### src/asop_pkg.sv
package asop_pkg;

    // Result word and frame length.
    localparam int          RES_W           = 16;
    localparam logic [4:0]  BIT_COUNT       = 5'h10;
    localparam logic [4:0]  LAST_BIT        = 5'h0F;
    localparam logic [15:0] RESULT_RST      = 16'h0000;

    // Clock and internal bit clock timing.
    localparam int          CLK_PERIOD_NS   = 100;
    localparam int          INT_BIT_NS      = 400;
    localparam int          INT_PHASES      = (INT_BIT_NS + CLK_PERIOD_NS - 1) / CLK_PERIOD_NS;
    localparam logic [1:0]  PH_LAUNCH       = 2'h0;
    localparam logic [1:0]  PH_HIGH_END     = 2'h2;
    localparam logic [1:0]  PH_LAST         = 2'(INT_PHASES - 1);

    // Shared pin positions inside the five-pin group (result bits 4 to 8).
    localparam int          PIN_W           = 5;
    localparam int          PIN_CLKSRC      = 0;
    localparam int          PIN_FRMPOL      = 1;
    localparam int          PIN_CLKINV      = 2;
    localparam int          PIN_CHAIN       = 3;
    localparam int          PIN_SERIAL_RESULT_OUT       = 4;
    localparam int          PAR_LO          = 4;
    localparam int          PAR_HI          = 8;

    // Positions inside the synchronised input vector.
    localparam int          SYN_W           = 9;
    localparam int          SYN_PORTSEL     = 4;
    localparam int          SYN_CODE        = 5;
    localparam int          SYN_CS_N        = 6;
    localparam int          SYN_RD_N        = 7;
    localparam int          SYN_SCLK        = 8;
    // Strobes reset inactive (high); the bit clock resets low to match its idle edge detector.
    localparam logic [8:0]  SYN_RST         = 9'h0C0;

    typedef enum logic {
        ST_IDLE  = 1'b0,
        ST_SHIFT = 1'b1
    } asop_state_t;

endpackage

### src/asop_shift_if.sv
`timescale 1ns/1ps
`default_nettype none

interface asop_shift_if;
    logic        load;
    logic [15:0] load_data;
    logic        shift;
    logic        chain_in;
    logic        msb;

    modport ctrl    (output load, output load_data, output shift, output chain_in, input msb);
    modport shifter (input load, input load_data, input shift, input chain_in, output msb);
endinterface

`default_nettype wire

### src/asop_top.sv
`timescale 1ns/1ps
`default_nettype none

module asop_top
    import asop_pkg::*;
(
    // Clock and reset.
    input  wire logic             CLK,
    input  wire logic             RST_N,
    // Conversion engine, same clock domain.
    input  wire logic             BUSY,
    input  wire logic [RES_W-1:0] RESULT,
    // Configuration and host strobe pins.
    input  wire logic             PORT_TYPE_SELECT,
    input  wire logic             OUTPUT_CODE_SELECT,
    input  wire logic             CS_N,
    input  wire logic             RD_N,
    // Shared pins for result bits 4 to 8.
    input  wire logic [PIN_W-1:0] PIN_D_IN,
    output logic      [PIN_W-1:0] PIN_D_OUT,
    output logic      [PIN_W-1:0] PIN_D_OE,
    // Serial bit clock pin.
    input  wire logic             SCLK_IN,
    output logic                  SCLK_OUT,
    output logic                  SCLK_OE,
    // Serial status pins.
    output logic                  FRAME_SYNC,
    output logic                  READ_OVERRUN_FLAG
);

    ////////////////////////////////////////////////////////////////////////////////
    // Reset release and input synchronisers.

    logic             rst_meta;
    logic             rst_n_sync;
    logic [SYN_W-1:0] in_meta;
    logic [SYN_W-1:0] in_sync;
    logic [SYN_W-1:0] in_raw;

    always_ff @(posedge CLK or negedge RST_N) begin
        if (!RST_N) begin
            rst_meta   <= 1'b0;
            rst_n_sync <= 1'b0;
        end else begin
            rst_meta   <= 1'b1;
            rst_n_sync <= rst_meta;
        end
    end

    assign in_raw = {SCLK_IN, RD_N, CS_N, OUTPUT_CODE_SELECT, PORT_TYPE_SELECT,
                     PIN_D_IN[PIN_CHAIN:PIN_CLKSRC]};

    always_ff @(posedge CLK or negedge rst_n_sync) begin
        if (!rst_n_sync) begin
            in_meta <= SYN_RST;
            in_sync <= SYN_RST;
        end else begin
            in_meta <= in_raw;
            in_sync <= in_meta;
        end
    end

    ////////////////////////////////////////////////////////////////////////////////
    // Decoded controls and events.

    wire serial_mode = in_sync[SYN_PORTSEL];
    wire ext_clk     = in_sync[PIN_CLKSRC];
    wire frm_pol     = in_sync[PIN_FRMPOL];
    wire clk_inv     = in_sync[PIN_CLKINV];
    wire chain_rdc   = in_sync[PIN_CHAIN];
    wire code_sel    = in_sync[SYN_CODE];
    wire sclk_s      = in_sync[SYN_SCLK];
    wire read_en     = ~in_sync[SYN_CS_N] & ~in_sync[SYN_RD_N];
    wire master      = serial_mode & ~ext_clk;
    wire slave       = serial_mode & ext_clk;

    logic busy_prev;
    logic sclk_prev;

    wire busy_fall = busy_prev & ~BUSY;
    wire busy_rise = ~busy_prev & BUSY;
    wire sclk_rise = ~sclk_prev & sclk_s;
    wire sclk_fall = sclk_prev & ~sclk_s;

    // Chip select gates the host clock, so edges outside a read are ignored.
    wire launch_ext = slave & read_en & (clk_inv ? sclk_fall : sclk_rise);

    // The MSB is inverted for twos complement when code select is low.
    wire [RES_W-1:0] coded = {RESULT[RES_W-1] ^ ~code_sel, RESULT[RES_W-2:0]};

    always_ff @(posedge CLK or negedge rst_n_sync) begin
        if (!rst_n_sync) begin
            busy_prev <= 1'b0;
            sclk_prev <= 1'b0;
        end else begin
            busy_prev <= BUSY;
            sclk_prev <= sclk_s;
        end
    end

    ////////////////////////////////////////////////////////////////////////////////
    // Stored result, latched as the conversion ends.

    logic [RES_W-1:0] held;

    always_ff @(posedge CLK or negedge rst_n_sync) begin
        if (!rst_n_sync) begin
            held <= RESULT_RST;
        end else if (busy_fall) begin
            held <= coded;
        end
    end

    ////////////////////////////////////////////////////////////////////////////////
    // Internal clock frame sequencer.

    asop_state_t state;
    asop_state_t next_state;
    logic        pending;
    logic [1:0]  phase;
    logic [4:0]  bit_cnt;
    logic        sclk_int;

    // Read during conversion starts on the rising edge of busy, using the previous result.
    wire trigger_int = master & (chain_rdc ? busy_rise : busy_fall);
    wire start_int   = (state == ST_IDLE) & pending & read_en & master;
    wire bit_end     = (state == ST_SHIFT) & (phase == PH_LAST);
    wire frame_end   = bit_end & (bit_cnt == LAST_BIT);
    wire shift_int   = bit_end & ~frame_end;

    always_comb begin
        case (state)
            ST_IDLE:  next_state = start_int ? ST_SHIFT : ST_IDLE;
            ST_SHIFT: next_state = (frame_end | ~master) ? ST_IDLE : ST_SHIFT;
            default:  next_state = ST_IDLE;
        endcase
    end

    always_ff @(posedge CLK or negedge rst_n_sync) begin
        if (!rst_n_sync) begin
            state   <= ST_IDLE;
            pending <= 1'b0;
        end else begin
            state   <= next_state;
            pending <= trigger_int | (pending & ~start_int);
        end
    end

    // Data moves only at the last phase, while the clock sits low, so both edges see it.
    always_ff @(posedge CLK or negedge rst_n_sync) begin
        if (!rst_n_sync) begin
            phase    <= PH_LAUNCH;
            bit_cnt  <= 5'h00;
            sclk_int <= 1'b0;
        end else if (next_state != ST_SHIFT) begin
            phase    <= PH_LAUNCH;
            bit_cnt  <= 5'h00;
            sclk_int <= 1'b0;
        end else if (state == ST_SHIFT) begin
            phase    <= phase + 2'h1;
            bit_cnt  <= bit_cnt + {4'h0, bit_end};
            sclk_int <= (phase == PH_LAUNCH) ? 1'b1
                      : (phase == PH_HIGH_END) ? 1'b0 : sclk_int;
        end
    end

    ////////////////////////////////////////////////////////////////////////////////
    // External clock read tracking and overrun.

    logic [4:0] ext_cnt;
    logic       next_overrun;

    wire load_ext = slave & busy_fall;
    // Bits taken but fewer than sixteen means a read was cut short by the new result.
    assign next_overrun = load_ext & (ext_cnt != 5'h00) & (ext_cnt < BIT_COUNT);

    always_ff @(posedge CLK or negedge rst_n_sync) begin
        if (!rst_n_sync) begin
            ext_cnt <= 5'h00;
        end else if (load_ext) begin
            ext_cnt <= 5'h00;
        end else if (launch_ext && ext_cnt < BIT_COUNT) begin
            ext_cnt <= ext_cnt + 5'h01;
        end
    end

    ////////////////////////////////////////////////////////////////////////////////
    // Shift register.

    asop_shift_if sh ();

    assign sh.load      = load_ext | start_int;
    assign sh.load_data = load_ext ? coded : held;
    assign sh.shift     = shift_int | launch_ext;
    assign sh.chain_in  = slave & chain_rdc;

    asop_shifter u_shifter (
        .clk   (CLK),
        .rst_n (rst_n_sync),
        .sh    (sh.shifter)
    );

    ////////////////////////////////////////////////////////////////////////////////
    // Registered pin drivers.

    wire [PIN_W-1:0] next_pin_out = serial_mode ? {sh.msb, 4'h0} : held[PAR_HI:PAR_LO];
    wire [PIN_W-1:0] next_pin_oe  = serial_mode ? {read_en, 4'h0} : {PIN_W{read_en}};
    wire             sync_active  = master & (next_state == ST_SHIFT);

    always_ff @(posedge CLK or negedge rst_n_sync) begin
        if (!rst_n_sync) begin
            PIN_D_OUT         <= 5'h00;
            PIN_D_OE          <= 5'h00;
            SCLK_OUT          <= 1'b0;
            SCLK_OE           <= 1'b0;
            FRAME_SYNC        <= 1'b0;
            READ_OVERRUN_FLAG <= 1'b0;
        end else begin
            PIN_D_OUT         <= next_pin_out;
            PIN_D_OE          <= next_pin_oe;
            SCLK_OUT          <= master & (sclk_int ^ clk_inv);
            SCLK_OE           <= master;
            FRAME_SYNC        <= serial_mode & (sync_active ^ frm_pol);
            READ_OVERRUN_FLAG <= next_overrun;
        end
    end

endmodule

`default_nettype wire

### src/asop_shifter.sv
`timescale 1ns/1ps
`default_nettype none

module asop_shifter
    import asop_pkg::*;
(
    // Clock and reset.
    input  wire logic       clk,
    input  wire logic       rst_n,
    // Control side.
    asop_shift_if.shifter   sh
);

    logic [RES_W-1:0] bits;

    // Load wins over a shift in the same cycle; the chain bit enters at the bottom.
    always_ff @(posedge clk or negedge rst_n) begin
        if (!rst_n) begin
            bits <= RESULT_RST;
        end else if (sh.load) begin
            bits <= sh.load_data;
        end else if (sh.shift) begin
            bits <= {bits[RES_W-2:0], sh.chain_in};
        end
    end

    assign sh.msb = bits[RES_W-1];

endmodule

`default_nettype wire

### config.mk
export PLATFORM = sky130hd
export DESIGN_NAME = asop_top
export DESIGN_NICKNAME = d
export VERILOG_FILES = /design/src/asop_pkg.sv /design/src/asop_shift_if.sv /design/src/asop_top.sv /design/src/asop_shifter.sv
export SDC_FILE = /design/constraint.sdc
export NUM_CORES = 1
export LEC_CHECK = 0
export BUFFER_PORTS_ARGS = -buffer_cell sky130_fd_sc_hd__buf_2
export CAP_MARGIN = 20
export CORE_MARGIN = 2
export CORE_UTILIZATION = 35
export DETAILED_ROUTE_END_ITERATION = 7
export PLACE_DENSITY_LB_ADDON = 0.08
export SYNTH_ARGS = -nofsm -noshare
export SYNTH_HDL_FRONTEND = slang
export SYNTH_HIERARCHICAL = 1
export SYNTH_SLANG_ARGS = --single-unit
### constraint.sdc
create_clock -name CLK -period 6 [get_ports CLK]
set_input_delay 0.3 -clock CLK [delete_from_list [all_inputs] [get_ports CLK]]
set_output_delay 0.3 -clock CLK [all_outputs]
set_load 0.01 [all_outputs]
==> results of run 1 <==
per-stage QoR:
step / instances / hold slack, ns / cell area [um^2] / power [uW] / util
2_1_floorplan: 331 / 0.004409 / 3366 / 728.8 / -
3_3_place_gp: 486 / 0.08543 / 3667 / 771.4 / 0.3950
3_5_place_dp: 486 / 0.09194 / 3667 / 773.9 / 0.3950
4_1_cts: 503 / 0.02720 / 3885 / 1194 / 0.4185
5_1_grt: 504 / 0.02787 / 3905 / 1244 / 0.4206
6_report: 504 / 0.05344 / 3905 / 1170 / 0.4206
per-layer routing:
| metal | vias to the layer above | GRT usage | routed length (um) |
|---|---|---|---|
| li1 | 1161 | - | - |
| met1 | 1096 | 0.2069 | 3461 |
| met2 | 29 | 0.2126 | 2964 |
| met3 | 8 | 0.02804 | 179 |
| met4 | 0 | 0.06462 | 99 |
| met5 | - | 0 | 0 |
cell type report:
type | count | area [um^2]
inverter | 7 | 26.28
sequential | 80 | 2011
clock buffer | 12 | 155.1
fill | 975 | 5379
tap | 129 | 161.4
timing repair buffer | 46 | 257.7
multi-input combinational | 226 | 1241
clock inverter | 4 | 52.55
registers in the layout (all words and copies together), names as in the netlist:
signal	count
held	16
u_shifter/bits	16
in_meta	9
in_sync	9
PIN_D_OUT	5
bit_cnt	5
ext_cnt	5
PIN_D_OE	2
phase	2
FRAME_SYNC	1
READ_OVERRUN_FLAG	1
SCLK_OE	1
SCLK_OUT	1
busy_prev	1
pending	1
rst_meta	1
rst_n_sync	1
sclk_int	1
sclk_prev	1
state	1
placed cells by master (no fill, tap or decap), types with 4 or more instances in the layout:
master,count
mux2i_1,17
nor2_1,4
o21ai_1,10
ha_1,7
dfstp_2,4
nor2b_1,6
o21ai_0,15
clkbuf_8,11
a22o_1,5
a21oi_1,4
nand3_1,5
inv_1,7
dfrtp_1,75
buf_2,41
nand2_1,119
power breakdown:
| group | switching (uW) | internal (uW) | leakage [uW] |
|---|---|---|---|
| clock network | 193 | 215 | 0.0000948 |
| registers | 39.5 | 603 | 0.00101 |
| logic | 65.0 | 54.6 | 0.000780 |
| total | 297 | 873 | 0.00188 |
cell families (layout without fill, tap and decap cells):
family | after synthesis | count (layout) | synth area share
AND/OR/NAND/NOR | 152 | 152 | 0.1941
flip-flops | 80 | 80 | 0.5963
XOR/XNOR | 2 | 2 | 0.005205
multiplexers | 18 | 18 | 0.05390
other | 1 | 1 | 0.001114
AO/OA/AOI/OAI | 46 | 46 | 0.08439
adder cells (fa/ha/maj) | 7 | 7 | 0.02602
buffers and inverters | 25 | 69 | 0.03903
worst max path at each step:
stage	endpoint	slack, ns	from
4_1_cts	u_shifter/bits[13]	3.31	in_sync[4]
6_report	u_shifter/bits[13]	3.36	in_sync[4]
5_1_grt	u_shifter/bits[13]	3.01	in_sync[4]
3_5_place_dp	u_shifter/bits[14]	3.35	in_sync[4]
2_1_floorplan	FRAME_SYNC	3.61	rst_n_sync
3_3_place_gp	u_shifter/bits[2]	3.37	in_sync[4]
timing repair:
| action | CTS | global route |
|---|---|---|
| hold endpoints to repair | 2 | 0 |
| gates resized for setup | 0 | 0 |
| hold buffers | 1 | 0 |
critical path, delay by kind of cell (launching register included):
kind | cells | cell delay, ns
compound gates | 1 | 0.22
flops | 1 | 0.62
simple gates | 3 | 1.64
==> results.json, run 1 <==
{
  "ys_warn_count": 6,
  "drv_slew": 0,
  "post-place-ws_ns": 3.351,
  "tritoncts": "done",
  "ys_top_cells_by_count": "nand2_1, dfrtp_1, mux2i_1",
  "cpPeakStageDelay_ns": 0.84,
  "via_per_inst": 4.552,
  "die_y_um": 102.1,
  "synth_edf_count": 0,
  "insertion_delay_ns": 0.34,
  "rr_startpoint": "in_sync[4]",
  "crit_slowest_cell": "nand2_1",
  "antenna_found_initial": 0,
  "crit_required_ns": 6.18,
  "clockBufferDepth": 2,
  "outcome": "finished clean",
  "final-setup-viol-count": 0,
  "worst_pin_slew_ns": 1.083,
  "grt_first_pass_wirelength_um": 11440,
  "regToRegEndpoint": "u_shifter/bits[13]",
  "hold_class": "in2reg",
  "cts-root-buf": "clkbuf_8",
  "p_leak_uw": 0.001880,
  "clock-sinks": 80,
  "antenna_left": 0,
  "dieWidth_um": 102.1,
  "grt_pass1_vias": 2270,
  "cap_violations": 0,
  "period_share": 0.4396,
  "dpl.hpwl_um": 4288,
  "p_per_area_nw_per_um2": 299.7,
  "synthDistinctLibCells": 45,
  "wl_per_cell_um": 13.30,
  "peakVddDrop_mv": 0.1118,
  "area_growth_pct": 16.02,
  "critPathKind": "reg2reg",
  "synth_top_area_frac": 0.5651,
  "ys_seq_area_frac": 0.5963,
  "slew-limit-headroom": 0.2779,
  "cts_buffers": 9,
  "max_freq_mhz": 379.1,
  "rows": 35,
  "drt-total-wl_um": 6704,
  "core_area_um2": 9284,
  "cp-start-kind": "flop",
  "cp.arrival_ns": 2.81,
  "hold_path_depth": 1,
  "vias": 2294,
  "min_from": "CS_N",
  "final.setup.tns_ns": 0,
  "start_util": 0.3625,
  "syn-instance-count": 331,
  "critPathCaptureType": "flop",
  "grt_max_degree": 79,
  "final_layout_size_suffix_gt1_frac": 0.1840,
  "r2r_slack_ns": 3.36,
  "cts_setup_buffers": 0,
  "grt_overflow": 0,
  "io_buffers": 41,
  "path_max_fanout": 32,
  "io-pin-count": 43,
  "synth_top_cell_by_area": "dfrtp_1",
  "post-route-drc-count": 0,
  "finalHoldViolCount": 0,
  "holdPathEnd": "in_meta[6]",
  "gp_congestion": 0.6793,
  "htreeDepth": 3,
  "nets": 406,
  "synth-main-ff-cell": "dfrtp_1",
  "drtIter0Drc": 76,
  "syn_avg_cell_area_um2": 10.17,
  "fin_ws_ns": 3.362,
  "synth_area_leaders": "dfrtp_1, nand2_1, mux2i_1, dfstp_2, ha_1",
  "netlist_area_um2": 3366,
  "diodes": 0,
  "grtUsageTotal": 0.1443,
  "syn_nets": 367,
  "ys_ff_latch": 80,
  "synth_most_common_cell": "nand2_1",
  "reg2regPathDepth": 4,
  "rsz0062_at_grt": "no",
  "die-area_um2": 10420,
  "synthArstFlopShare": 1.000,
  "path_clk_slew_ns": 0.08,
  "fin_worst_skew_ns": 0.01005,
  "min_period_ns": 2.638,
  "cp_cell_sequence": "nor2b_1 -> nand4b_1 -> nand2_1 -> o21ai_0",
  "first_pass_iters": 4
}
(Power assumes the default switching activity.)
==> run 2: changes to the inputs <==
Clock period 6 ns to 2.7 ns, I/O delays scaled along.
==> results.json, run 2 (synthesis gave the netlist of run 1 again) <==
{
  "final_cell_mix": "nand2_1, dfrtp_1, buf_2",
  "drtIter0Drc": 171,
  "min_period_ns": 1.968,
  "cp_cell_sequence": "dlygate4sd3_1 -> buf_2 -> nor2b_1 -> buf_4 -> nand3_1 -> nand2_1 -> buf_4 -> o21ai_0",
  "io_buffers": 41,
  "grt_overflow": 0,
  "p_per_area_nw_per_um2": 627.9,
  "antenna_found_initial": 0,
  "final-setup-viol-count": 0,
  "crit_slowest_cell": "dlygate4sd3_1",
  "holdPathEnd": "held[3]",
  "io-pin-count": 43,
  "critPathKind": "in2reg",
  "p_leak_uw": 0.002003,
  "drv_slew": 0,
  "fin_ws_ns": 0.7318,
  "tritoncts": "done",
  "path_max_fanout": 32,
  "cap_violations": 0,
  "area_growth_pct": 23.79,
  "antenna_left": 0,
  "rows": 35,
  "critPathMostFrequentCell": "buf_4",
  "r2r_slack_ns": 0.73,
  "clock-sinks": 80,
  "wl_per_cell_um": 12.95,
  "vias": 2424,
  "regToRegEndpoint": "u_shifter/bits[10]",
  "top_regs": "held: 16 flops, u_shifter/bits: 16 flops",
  "fin_worst_skew_ns": 0.01217,
  "htreeDepth": 3,
  "grt_pass1_vias": 2339,
  "die_y_um": 102.1,
  "dieWidth_um": 102.1,
  "diodes": 0,
  "fin_util": 0.4488,
  "hold_path_depth": 3,
  "hold_buffers": 22,
  "post-route-drc-count": 0,
  "final_layout_size_suffix_gt1_frac": 0.1886,
  "critPathCaptureType": "flop",
  "peakVddDrop_mv": 0.3238,
  "via_per_inst": 4.556,
  "insertion_delay_ns": 0.35,
  "first_pass_iters": 4,
  "final.setup.tns_ns": 0,
  "clockBufferDepth": 2,
  "crit_family": "buffers and inverters",
  "cts_setup_buffers": 0,
  "die-area_um2": 10420,
  "cp.arrival_ns": 2.19,
  "grtUsageTotal": 0.1497,
  "worst_pin_slew_ns": 0.6594,
  "outcome": "finished clean",
  "nets": 434,
  "worst_hold_slack_ns": 0.01018,
  "critPathLaunch": "BUSY",
  "drt-total-wl_um": 6891,
  "core_area_um2": 9284,
  "layout_commonest_cell": "nand2_1",
  "grt_first_pass_wirelength_um": 11900,
  "cts_resized": 0,
  "rr_startpoint": "in_sync[2]",
  "slew-limit-headroom": 0.5584,
  "finalHoldViolCount": 0,
  "reg2regPathDepth": 6,
  "max_freq_mhz": 508.1,
  "period_share": 0.7290,
  "crit_required_ns": 2.92,
  "cpPeakStageDelay_ns": 0.54,
  "start_util": 0.3625,
  "path_clk_slew_ns": 0.08,
  "post-place-ws_ns": 0.7407,
  "gp_congestion": 0.7021,
  "rsz0062_at_grt": "no",
  "grt_max_degree": 79,
  "cts-root-buf": "clkbuf_8",
  "dpl.hpwl_um": 4425,
  "hold_class": "in2reg",
  "path_buf_inv": 4,
  "cp-start-kind": "primary input",
  "min_from": "RESULT[3]",
  "cts_buffers": 9
}
## run 2: changes by cell type in the layout (fill, tap and decap cells not counted), sizes merged
cell	change
dlygate4sd3	+21
clkinv	+1
buf	+7
clkbuf	-1
## run 2: layer usage
metal	track usage	wire, um	vias up
li1	-	-	1213
met1	0.2194	3552	1163
met2	0.2181	3065	41
met3	0.02736	189	7
met4	0.06359	84	0
met5	0	0	-
## run 2: how the worst max path moves through the flow
stage	end	cells past startpoint
3_3_place_gp	u_shifter/bits[10]	6
5_1_grt	u_shifter/bits[1]	9
4_1_cts	u_shifter/bits[14]	8
3_5_place_dp	u_shifter/bits[14]	6
6_report	u_shifter/bits[14]	8
2_1_floorplan	FRAME_SYNC	0
## run 2: worst register-to-register path: stages, from the launching register on
cell,delay [ns]
dfrtp_1,0.42
or3b_4,0.39
and2_2,0.23
o31ai_4,0.16
buf_4,0.32
mux2i_1,0.25
o21ai_1,0.07
## run 2: cell type report
type,instances,area [um^2]
Clock buffer,11,141.4
Timing Repair Buffer,74,528.0
Multi-Input combinational cell,226,1241
Clock inverter,5,57.56
Tap cell,129,161.4
Sequential cell,80,2011
Inverter,7,26.28
Fill cell,923,5117
## run 2: power breakdown
part	leakage (uW)	internal, uW	switching [uW]	total, uW
clock network	0.0000916	451	439	890
logic	0.000906	148	156	304
registers	0.00101	1340	81.6	1420
## run 2: metrics by stage
| stage | std cells | area (um^2) | power (uW) |
|---|---|---|---|
| after floorplan | 331 | 3366 | 1620 |
| after global routing | 532 | 4167 | 2775 |
| after global placement | 493 | 3720 | 1719 |
| final | 532 | 4167 | 2616 |
| after CTS | 531 | 4139 | 2653 |
| after detailed placement | 493 | 3720 | 1726 |
